===== src/hdl/pcd_pkg.sv =====
// constants for the page-1 diagnostics and packet generator block
package pcd_pkg;
	// ----------------------------------------
	// register indices
	// ----------------------------------------
	localparam logic [4:0] PCD_IDX_CTRL4 = 5'h17;
	localparam logic [4:0] PCD_IDX_DIAG1 = 5'h18;
	localparam logic [4:0] PCD_IDX_DIAG2 = 5'h19;
	localparam logic [4:0] PCD_IDX_TERM = 5'h1a;
	localparam logic [4:0] PCD_IDX_GEN1 = 5'h1d;
	localparam logic [4:0] PCD_IDX_GEN2 = 5'h1e;
	localparam logic [4:0] PCD_IDX_PAGE = 5'h1f;
	localparam logic [4:0] PCD_IDX_EXT_LO = 5'h10;
	localparam logic [15:0] PCD_PAGE_ONE = 16'h0001;
	// ----------------------------------------
	// field positions
	// ----------------------------------------
	localparam int PCD_B_PD_EN = 10;
	localparam int PCD_B_TRIG = 15;
	localparam int PCD_B_VALID = 14;
	localparam int PCD_B_GEN_EN = 15;
	localparam int PCD_B_RUN = 14;
	localparam int PCD_B_CONT = 13;
	localparam int PCD_B_GAP = 10;
	localparam int PCD_B_RAND = 1;
	localparam int PCD_B_BADFCS = 0;
	localparam logic [15:0] PCD_GEN1_RST = 16'h0040;
	localparam logic [15:0] PCD_GEN1_WMASK = 16'hfffe | 16'h0001;
	// ----------------------------------------
	// termination codes
	// ----------------------------------------
	localparam logic [3:0] PCD_TERM_OK = 4'h0;
	localparam logic [3:0] PCD_TERM_OPEN = 4'h1;
	localparam logic [3:0] PCD_TERM_SHORT = 4'h2;
	localparam logic [3:0] PCD_TERM_ABN = 4'h4;
	localparam logic [3:0] PCD_TERM_XSHORT = 4'h8;
	localparam logic [3:0] PCD_TERM_XCPL = 4'hc;
	// ----------------------------------------
	// generator figures
	// ----------------------------------------
	localparam int PCD_DIST_M_PER_LSB = 3;
	localparam logic [13:0] PCD_LEN_125 = 14'h007d;
	localparam logic [13:0] PCD_LEN_64 = 14'h0040;
	localparam logic [13:0] PCD_LEN_1518 = 14'h05ee;
	localparam logic [13:0] PCD_LEN_JUMBO = 14'h2710;
	localparam logic [13:0] PCD_GAP_SHORT = 14'h000c;
	localparam logic [13:0] PCD_GAP_LONG = 14'h0400;
	localparam logic [13:0] PCD_HDR_BYTES = 14'h000e;
	localparam logic [13:0] PCD_FCS_BYTES = 14'h0004;
	localparam logic [13:0] PCD_BLOCK_PKTS = 14'h2710;
	localparam logic [31:0] PCD_CNT_1000 = 32'h01c9c380;
	localparam logic [31:0] PCD_CNT_100 = 32'h002dc6c0;
	localparam logic [31:0] PCD_CNT_10 = 32'h000493e0;
	localparam logic [1:0] PCD_SPD_10 = 2'h0;
	localparam logic [1:0] PCD_SPD_100 = 2'h1;
	localparam logic [31:0] PCD_CRC_INIT = 32'hffffffff;
	localparam logic [31:0] PCD_CRC_POLY = 32'hedb88320;
	localparam logic [15:0] PCD_LFSR_SEED = 16'hace1;
	localparam logic [7:0] PCD_ADDR_HI = 8'hff;
	localparam logic [3:0] PCD_NIB_HI = 4'hf;
	typedef enum logic [2:0] {PCD_IDLE, PCD_DA, PCD_SA, PCD_LT, PCD_PAY, PCD_FCS, PCD_GAPS}
		pcd_gen_e;
	typedef enum logic [1:0] {PCD_T_IDLE, PCD_T_RUN, PCD_T_DONE} pcd_tdr_e;
endpackage


===== src/hdl/pcd_diag_gen.sv =====
// page-1 diagnostics registers, cable test sequencing and test packet generator
//
// The address-and-strobe port was left to the implementer.
`timescale 1ns/1ps
// How it works
// - bit 10 enables powered device detection
// - bits 9:8 report detection outcome
// - bits 7:0 count CRC errors, clear on read
// - trigger bit stays set until test finishes
// - bit 14 flags all results valid
// - pair A/B distances in first register
// - pair C/D distances in second register
// - distance lsb equals three meters
// - four-bit termination code per pair
// - codes for ok, open, short, abnormal
// - codes 1000-1011 cross-pair short
// - codes 1100-1111 abnormal cross coupling
// - run clear stops on 10,000-packet boundary
// - fixed speed-based count or continuous
// - length field selects packet size
// - bit 10 selects short or long gap
// - destination address Fh with low nibble
// - source address Fh with low nibble
// - bit 1 selects fixed or random payload
// - bit 0 forces bad frame check sequence
// - page select gates indices 16 to 30
// - self-clearing trigger clears at test end, counter after read
// - fixed payload repeats sixteen-bit pattern
module pcd_diag_gen import pcd_pkg::*; #(
	parameter int TEST_CYCLES = 64
) (
	// clock and reset
	input wire logic clock,
	input wire logic rst_n,
	// register port
	input wire logic [4:0] reg_addr,
	input wire logic [15:0] reg_wdata,
	input wire logic reg_wr,
	input wire logic reg_rd,
	output logic [15:0] reg_rdata,
	// phy core status
	input wire logic [4:0] phy_address,
	input wire logic [1:0] link_speed,
	input wire logic rx_crc_err,
	input wire logic [1:0] pd_detect_status,
	// cable measurement results
	input wire logic [23:0] meas_dist,
	input wire logic [15:0] meas_term,
	// cable measurement control
	output logic tdr_start,
	output logic pd_detect_en,
	// generated byte stream
	input wire logic tx_byte_en,
	output logic [7:0] tx_data,
	output logic tx_valid
);
	if (TEST_CYCLES < 1 || TEST_CYCLES > 998) begin : g_bad_cycles
		$error("TEST_CYCLES out of range");
	end

	// ----------------------------------------
	// register decode
	// ----------------------------------------
	logic [15:0] page_q;
	logic ext_hit;
	assign ext_hit = (page_q == PCD_PAGE_ONE) && (reg_addr >= PCD_IDX_EXT_LO)
		&& (reg_addr != PCD_IDX_PAGE);
	logic wr_gen1, wr_gen2, wr_ctrl4, wr_diag1, rd_ctrl4;
	assign wr_gen1 = reg_wr && ext_hit && reg_addr == PCD_IDX_GEN1;
	assign wr_gen2 = reg_wr && ext_hit && reg_addr == PCD_IDX_GEN2;
	assign wr_ctrl4 = reg_wr && ext_hit && reg_addr == PCD_IDX_CTRL4;
	assign wr_diag1 = reg_wr && ext_hit && reg_addr == PCD_IDX_DIAG1;
	assign rd_ctrl4 = reg_rd && ext_hit && reg_addr == PCD_IDX_CTRL4;

	always_ff @(posedge clock) begin
		if (!rst_n) page_q <= '0;
		else if (reg_wr && reg_addr == PCD_IDX_PAGE) page_q <= reg_wdata;
	end

	// ----------------------------------------
	// control 4: detection and crc errors
	// ----------------------------------------
	logic [7:0] crc_cnt_q;
	always_ff @(posedge clock) begin
		if (!rst_n) pd_detect_en <= 1'b0;
		else if (wr_ctrl4) pd_detect_en <= reg_wdata[PCD_B_PD_EN];
	end
	always_ff @(posedge clock) begin
		if (!rst_n) crc_cnt_q <= '0;
		else if (rx_crc_err) crc_cnt_q <= rd_ctrl4 ? 8'h01 : crc_cnt_q + 8'h01;
		else if (rd_ctrl4) crc_cnt_q <= '0;
	end

	// ----------------------------------------
	// cable test sequencing
	// ----------------------------------------
	pcd_tdr_e tdr_q;
	logic trig_q, valid_q;
	logic [15:0] tcnt_q;
	logic [23:0] dist_q;
	logic [15:0] term_q;
	always_ff @(posedge clock) begin
		if (!rst_n) begin
			tdr_q <= PCD_T_IDLE;
			trig_q <= 1'b0;
			valid_q <= 1'b0;
			tcnt_q <= '0;
			tdr_start <= 1'b0;
			dist_q <= '0;
			term_q <= '0;
		end else begin
			tdr_start <= 1'b0;
			case (tdr_q)
				PCD_T_IDLE: begin
					if (wr_diag1 && reg_wdata[PCD_B_TRIG]) begin
						trig_q <= 1'b1;
						valid_q <= 1'b0;
						tdr_start <= 1'b1;
						tcnt_q <= '0;
						tdr_q <= PCD_T_RUN;
					end
				end
				PCD_T_RUN: begin
					tcnt_q <= tcnt_q + 16'h0001;
					if (tcnt_q == 16'(TEST_CYCLES - 1)) begin
						dist_q <= meas_dist;
						term_q <= meas_term;
						trig_q <= 1'b0;
						tdr_q <= PCD_T_DONE;
					end
				end
				PCD_T_DONE: begin
					valid_q <= 1'b1;
					tdr_q <= PCD_T_IDLE;
				end
				default: tdr_q <= PCD_T_IDLE;
			endcase
		end
	end

	// ----------------------------------------
	// generator control
	// ----------------------------------------
	logic [15:0] gen1_q, pattern_q;
	always_ff @(posedge clock) begin
		if (!rst_n) gen1_q <= PCD_GEN1_RST;
		else if (wr_gen1) gen1_q <= reg_wdata & PCD_GEN1_WMASK;
	end
	always_ff @(posedge clock) begin
		if (!rst_n) pattern_q <= '0;
		else if (wr_gen2) pattern_q <= reg_wdata;
	end

	// ----------------------------------------
	// read mux
	// ----------------------------------------
	always_ff @(posedge clock) begin
		if (!rst_n) reg_rdata <= '0;
		else if (reg_rd) begin
			reg_rdata <= '0;
			if (reg_addr == PCD_IDX_PAGE) reg_rdata <= page_q;
			else if (ext_hit) begin
				case (reg_addr)
					PCD_IDX_CTRL4: reg_rdata <= {phy_address, pd_detect_en,
						pd_detect_status, crc_cnt_q};
					PCD_IDX_DIAG1: reg_rdata <= {trig_q, valid_q, dist_q[23:18],
						2'h0, dist_q[17:12]};
					PCD_IDX_DIAG2: reg_rdata <= {2'h0, dist_q[11:6], 2'h0,
						dist_q[5:0]};
					PCD_IDX_TERM: reg_rdata <= term_q;
					PCD_IDX_GEN1: reg_rdata <= gen1_q;
					PCD_IDX_GEN2: reg_rdata <= pattern_q;
					default: reg_rdata <= '0;
				endcase
			end
		end
	end

	// ----------------------------------------
	// packet generator
	// ----------------------------------------
	pcd_gen_e gst_q;
	logic [13:0] bcnt_q, blk_q;
	logic [31:0] pkts_q, crc_q, target;
	logic [15:0] lfsr_q;
	logic [13:0] plen, paylen, gaplen;
	logic [7:0] nxt_byte;
	logic [31:0] crc_nx;
	logic blk_end, stop_now;

	always_comb begin
		case (gen1_q[12:11])
			2'h0: plen = PCD_LEN_125;
			2'h1: plen = PCD_LEN_64;
			2'h2: plen = PCD_LEN_1518;
			default: plen = PCD_LEN_JUMBO;
		endcase
		paylen = plen - PCD_HDR_BYTES - PCD_FCS_BYTES;
		gaplen = gen1_q[PCD_B_GAP] ? PCD_GAP_LONG : PCD_GAP_SHORT;
		case (link_speed)
			PCD_SPD_10: target = PCD_CNT_10;
			PCD_SPD_100: target = PCD_CNT_100;
			default: target = PCD_CNT_1000;
		endcase
	end

	always_comb begin
		nxt_byte = PCD_ADDR_HI;
		case (gst_q)
			PCD_DA: nxt_byte = (bcnt_q == 14'h0005) ? {PCD_NIB_HI, gen1_q[9:6]}
				: PCD_ADDR_HI;
			PCD_SA: nxt_byte = (bcnt_q == 14'h0005) ? {PCD_NIB_HI, gen1_q[5:2]}
				: PCD_ADDR_HI;
			PCD_LT: nxt_byte = bcnt_q[0] ? paylen[7:0] : {2'h0, paylen[13:8]};
			PCD_PAY: nxt_byte = gen1_q[PCD_B_RAND] ? lfsr_q[7:0]
				: (bcnt_q[0] ? pattern_q[7:0] : pattern_q[15:8]);
			default: nxt_byte = PCD_ADDR_HI;
		endcase
		crc_nx = crc_q ^ {24'h0, nxt_byte};
		for (int i = 0; i < 8; i++) begin
			crc_nx = crc_nx[0] ? ((crc_nx >> 1) ^ PCD_CRC_POLY) : (crc_nx >> 1);
		end
	end

	assign blk_end = (blk_q == PCD_BLOCK_PKTS - 14'h0001);
	assign stop_now = !gen1_q[PCD_B_GEN_EN]
		|| (!gen1_q[PCD_B_RUN] && blk_end)
		|| (!gen1_q[PCD_B_CONT] && pkts_q == target - 32'h1);

	always_ff @(posedge clock) begin
		if (!rst_n) begin
			gst_q <= PCD_IDLE;
			bcnt_q <= '0;
			blk_q <= '0;
			pkts_q <= '0;
			crc_q <= PCD_CRC_INIT;
			lfsr_q <= PCD_LFSR_SEED;
			tx_data <= '0;
			tx_valid <= 1'b0;
		end else if (tx_byte_en) begin
			tx_valid <= 1'b0;
			bcnt_q <= bcnt_q + 14'h0001;
			case (gst_q)
				PCD_IDLE: begin
					bcnt_q <= '0;
					crc_q <= PCD_CRC_INIT;
					if (gen1_q[PCD_B_GEN_EN] && gen1_q[PCD_B_RUN]) gst_q <= PCD_DA;
				end
				PCD_DA, PCD_SA, PCD_LT, PCD_PAY: begin
					tx_data <= nxt_byte;
					tx_valid <= 1'b1;
					crc_q <= crc_nx;
					if (gst_q == PCD_PAY) lfsr_q <= {lfsr_q[14:0],
						lfsr_q[15] ^ lfsr_q[13] ^ lfsr_q[12] ^ lfsr_q[10]};
					if ((gst_q == PCD_LT && bcnt_q == 14'h0001)
						|| (gst_q == PCD_PAY && bcnt_q == paylen - 14'h0001)
						|| (gst_q != PCD_LT && gst_q != PCD_PAY && bcnt_q == 14'h0005)) begin
						bcnt_q <= '0;
						case (gst_q)
							PCD_DA: gst_q <= PCD_SA;
							PCD_SA: gst_q <= PCD_LT;
							PCD_LT: gst_q <= PCD_PAY;
							default: gst_q <= PCD_FCS;
						endcase
					end
				end
				PCD_FCS: begin
					tx_data <= ~crc_q[8*bcnt_q[1:0] +: 8]
						^ {7'h0, gen1_q[PCD_B_BADFCS]};
					tx_valid <= 1'b1;
					if (bcnt_q == PCD_FCS_BYTES - 14'h0001) begin
						bcnt_q <= '0;
						gst_q <= PCD_GAPS;
					end
				end
				PCD_GAPS: begin
					if (bcnt_q == gaplen - 14'h0001) begin
						bcnt_q <= '0;
						crc_q <= PCD_CRC_INIT;
						blk_q <= blk_end ? '0 : blk_q + 14'h0001;
						pkts_q <= pkts_q + 32'h1;
						if (stop_now) begin
							gst_q <= PCD_IDLE;
							pkts_q <= '0;
							blk_q <= '0;
						end else gst_q <= PCD_DA;
					end
				end
				default: gst_q <= PCD_IDLE;
			endcase
		end
	end

	// ----------------------------------------
	// checks
	// ----------------------------------------
	property p_trig_clears;
		@(posedge clock) disable iff (!rst_n)
			$rose(trig_q) |-> ##[1:1000] !trig_q;
	endproperty
	a_trig_clears: assert property (p_trig_clears) else $error("trigger stuck");
	property p_valid_low_running;
		@(posedge clock) disable iff (!rst_n) trig_q |-> !valid_q;
	endproperty
	a_valid_low_running: assert property (p_valid_low_running)
		else $error("valid during test");
	property p_valid_after;
		@(posedge clock) disable iff (!rst_n) $fell(trig_q) |=> valid_q;
	endproperty
	a_valid_after: assert property (p_valid_after) else $error("valid missing");
	property p_crc_clear;
		@(posedge clock) disable iff (!rst_n) rd_ctrl4 && !rx_crc_err |=> crc_cnt_q == 8'h00;
	endproperty
	a_crc_clear: assert property (p_crc_clear) else $error("counter not cleared");
	property p_crc_count;
		@(posedge clock) disable iff (!rst_n)
			rx_crc_err && !rd_ctrl4 |=> crc_cnt_q == $past(crc_cnt_q) + 8'h01;
	endproperty
	a_crc_count: assert property (p_crc_count) else $error("counter missed");
	property p_pd_en;
		@(posedge clock) disable iff (!rst_n)
			wr_ctrl4 |=> pd_detect_en == $past(reg_wdata[PCD_B_PD_EN]);
	endproperty
	a_pd_en: assert property (p_pd_en) else $error("detect enable wrong");
	property p_page_gate;
		@(posedge clock) disable iff (!rst_n)
			reg_rd && page_q != PCD_PAGE_ONE && reg_addr != PCD_IDX_PAGE |=> reg_rdata == 16'h0;
	endproperty
	a_page_gate: assert property (p_page_gate) else $error("page not gated");
	property p_stop_block;
		@(posedge clock) disable iff (!rst_n)
			gst_q == PCD_GAPS && tx_byte_en && bcnt_q == gaplen - 14'h0001 && gen1_q[PCD_B_GEN_EN]
			&& gen1_q[PCD_B_CONT] && !blk_end |=> gst_q == PCD_DA;
	endproperty
	a_stop_block: assert property (p_stop_block) else $error("stopped mid block");
	property p_launch_clears_valid;
		@(posedge clock) disable iff (!rst_n) tdr_start |-> trig_q && !valid_q;
	endproperty
	a_launch_clears_valid: assert property (p_launch_clears_valid)
		else $error("valid kept at launch");
	c_test_done: cover property (@(posedge clock) disable iff (!rst_n) $fell(trig_q));
	c_pkt_sent: cover property (@(posedge clock) disable iff (!rst_n) gst_q == PCD_GAPS);
	c_crc_rd: cover property (@(posedge clock) disable iff (!rst_n) rd_ctrl4 && rx_crc_err);
	c_bad_fcs: cover property (@(posedge clock) disable iff (!rst_n)
		gst_q == PCD_FCS && gen1_q[PCD_B_BADFCS]);
endmodule


===== config.mk =====
export PLATFORM = sky130hd
export DESIGN_NAME = pcd_diag_gen
export DESIGN_NICKNAME = d
export VERILOG_FILES = /design/src/hdl/pcd_pkg.sv /design/src/hdl/pcd_diag_gen.sv
export SDC_FILE = /design/constraint.sdc
export NUM_CORES = 1
export LEC_CHECK = 0
export BUFFER_PORTS_ARGS = -buffer_cell sky130_fd_sc_hd__buf_4
export CAP_MARGIN = 20
export CORE_MARGIN = 5
export CORE_UTILIZATION = 45
export DETAILED_ROUTE_END_ITERATION = 12
export HOLD_SLACK_MARGIN = 0.05
export SETUP_SLACK_MARGIN = 0.4
export SYNTH_ARGS = -nofsm -noshare
export SYNTH_HDL_FRONTEND = slang
export SYNTH_SLANG_ARGS = --single-unit

===== constraint.sdc =====
create_clock -name clock -period 4.77 [get_ports clock]
set_clock_uncertainty 0.1 [all_clocks]
set_input_delay 0.477 -clock clock [delete_from_list [all_inputs] [get_ports clock]]
set_output_delay 0.477 -clock clock [all_outputs]
set_load 0.02 [all_outputs]

==> metrics.csv <==
stage,metric,value,unit
synthesis,ys_ff_latch,254,
timing,clock.fmax,276,MHz
timing,worstMarginPinSlew,0.999,ns
drt,wl,36400,um
drt,drtAntennaViolNets,0,
clock_tree,postCtsSetupBuffers,0,
setup_path,critPathLaunchType,flop,
final_layout,area_growth,15.7,%
final_layout,antenna_cells,0,
timing,fin_tns_setup,0,ns
placement,port_buffers,102,
pwr,pwr-share-clk,46.8,%
setup_path,endpoint_kind,flop,
setup_path,reg2reg_depth,7,
floorplanning,core-area,27800,um2
clock_tree,cts.clk_slew.worst_paths,0.06,ns
global_route,grt-ovfl-total,0,
synthesis,synth_top_area_share,40.1,%
floorplanning,initial_core_util,45.7,%
job,cap_violations,0,
synthesis,synth_warnings,0,
final_layout,fin_util,52.9,%
min_path,min_path_cells,3,
timing,maxSlewViolCount,0,
pwr,peakVddDrop,0.284,mV
status,status,"complete, no violations",
final_layout,drive_above_1_share,13.1,%
global_route,grt_pass1_vias,10400,
floorplanning,die_w,178,um
drt,drtIter0Drc,934,
clock_tree,clkLatencyLatePin,0.55,ns
pwr,comb_power_share,9.7,%
synthesis,synth-seq-area-share,40.1,%
pwr,pwr-share-seq,43.5,%
pwr,powerDensity,339,nW/um2
synthesis,ys_top_cells_by_count,"nand2_1 (289), dfxtp_1 (254), nor2_1 (159)",
synthesis,synth_edf_count,0,
synthesis,syn-instance-count,1546,
final_layout,nNetsFinal,1689,
drt,wl_per_cell,18.2,um
clock_tree,hold_buffers,0,
pwr,p_sw_share,24.2,%
drt,vias,11100,
clock_tree,numClockSinks,254,
synthesis,synth.avg_cell_area,8.21,um2
placement,hpwl,25800,um
clock_tree,cts_tree,yes,
synthesis,synth_fp_nets,1636,
setup_path,critPathMaxFanout,19,
clock_tree,htreeDepth,1,
floorplanning,die_y,178,um
floorplanning,dieArea,31700,um2
drt,dr.pass1.iters,7,
drt,drc,0,
clock_tree,clockBufferDepth,3,
synthesis,synth_top_area_cell,dfxtp_1,
global_route,grt_pass1_wl,56900,um
timing,rsz0062_at_grt,false,
synthesis,synth.cell_area,12700,um2
timing,period_share,75.8,%
global_route,grt_antenna_before_repair,0,
floorplanning,rows,61,
placement,gp_congestion,0.896,
global_route,grt_usage,22.2,%
clock_tree,cts_inserted_buffers,29,
clock_tree,cts-root-buf,clkbuf_16,
global_route,grt_max_degree,91,
timing,fin_crit,3.62,ns
pwr,p_leak,5.22,nW
clock_tree,post_cts_resized,0,
floorplanning,ioPinCount,103,
setup_path,crit_type,reg2reg,
timing,report.final.setup_viol,0,
setup_path,cp.required,5.11,ns
synthesis,synth.distinct_cells,81,
synthesis,synth_area_leaders,"dfxtp_1 (40%), nand2_1 (8.5%), a21oi_1 (5.4%), nor2_1 (4.7%), xnor2_1 (4.5%)",
synthesis,synthArstFlopShare,0,%
timing,hold_violations,0,
synthesis,yosysMostFrequentCell,nand2_1,
min_path,min_path_type,in2reg,
drt,routed_via_density,5.57,
pwr,p_sw,0.00120,W
pwr,cell_internal_pwr,0.00377,W
synthesis,yosys_most_used_dff,dfxtp_1,
timing,maxSlewHeadroom,31.7,%
setup_path,worstPathArrival,3.96,ns
## layer usage
metal / global-route usage (%) / part of all wire [%] / up-vias / routed length [um]
met4: 5.41 / 2.3 / 0 / 829
met5: 0 / 0 / - / 0
met1: 32.4 / 47 / 5273 / 17000
met2: 34.9 / 46 / 290 / 16600
li1: - / - / 5526 / -
met3: 2.60 / 5.3 / 47 / 1930
## power by group through the flow
stage                     Combinational, W  Sequential, W  Clock [W]
after detailed placement          0.000483        0.00221          0
after floorplan                   0.000332        0.00221          0
after global placement            0.000483        0.00221          0
final                             0.000484        0.00217    0.00233
after CTS                         0.000486        0.00217    0.00238
after global routing              0.000522        0.00217    0.00246
## metrics by stage
step	instances	cell area (um2)	total power, W	setup WS (ns)	hold slack, ns
finish	2000	14700	0.00498	1.15	0.0828
global route	2000	14700	0.00515	0.924	0.0720
CTS	2000	14700	0.00503	1.20	0.0564
detailed placement	1946	13700	0.00269	1.22	0.346
global placement	1946	13700	0.00269	1.33	0.341
floorplan	1546	12700	0.00255	1.60	0.332
## final timing paths
| path | from | end | slack (ns) |
|---|---|---|---|
| worst max-delay path | gst_q[1]$_SDFFE_PN0P_ | crc_q[19]$_SDFFE_PN1P_ | 1.15 |
| worst min register to register | lfsr_q[11]$_SDFFE_PN1P_ | lfsr_q[12]$_SDFFE_PN0P_ | 0.35 |
| worst max register to register | gst_q[1]$_SDFFE_PN0P_ | crc_q[19]$_SDFFE_PN1P_ | 1.15 |
| worst min-delay path | meas_term[9] | term_q[9]$_SDFFE_PN0P_ | 0.08 |
## worst max-delay path, cell delays in order (launching register included)
cell     delay [ns]
dfxtp_1        0.65
nor3b_1        0.81
o21ai_0        0.20
and3_1         0.32
xnor3_1        0.56
xnor2_4        0.28
xnor3_1        0.42
o22a_1         0.16
## cell families after synthesis
logic type | share of synthesized area, %
compound gates | 15.9
xor+xnor | 11.0
fa+ha+maj | 1.38
buf+inv | 3.58
flops | 40.1
mux | 3.37
simple gates | 24.6
## sequential cells by signal, summed over array words and instances (netlist names), 2 cells and up
signal and count:
reg_rdata 16, tcnt_q 16, tdr_q 2, term_q 16, tx_data 8, dist_q 24
gst_q 3, pattern_q 16, blk_q 14, crc_q 32, gen1_q 16, page_q 16
lfsr_q 16, pkts_q 32, bcnt_q 14, crc_cnt_q 8
## placed cells by master, fill, tap and decap left out, types with 4 or more instances in the layout
master	synthesis	routed
a211oi_1	17	17
nor3_1	13	9
buf_4	3	118
nor4_1	12	12
o22ai_1	23	23
bufinv_16	0	4
nor4b_1	7	6
o21a_1	4	4
a31oi_1	8	8
nor2_1	159	157
or3_1	9	9
a21oi_1	136	136
clkbuf_1	75	4
nand4_1	33	33
nor2b_1	8	8
o21ai_0	27	27
nand2b_1	6	6
mux4_2	8	8
dfxtp_1	254	254
a22o_1	8	8
xor2_1	62	62
nor3b_1	10	10
and3_1	27	27
xnor2_2	5	5
clkbuf_8	0	5
inv_1	13	13
xnor2_1	65	65
clkinv_2	0	8
a21o_1	6	6
nor3_2	0	4
a22oi_1	55	55
mux2_2	5	5
nand2_1	289	289
and2_1	6	6
nor4bb_1	7	7
ha_1	14	14
clkbuf_16	0	29
nand3_1	73	73
mux2i_1	18	18
## layout make-up
| class | count | area [um2] |
|---|---|---|
| timing repair buffer | 118 | 886 |
| clock buffer | 38 | 810 |
| multi-input combinational | 1182 | 7190 |
| fill | 2745 | 13100 |
| sequential | 254 | 5080 |
| inverter | 14 | 55.1 |
| tap | 378 | 473 |
| clock inverter | 16 | 193 |
(Power assumes the default switching activity.)
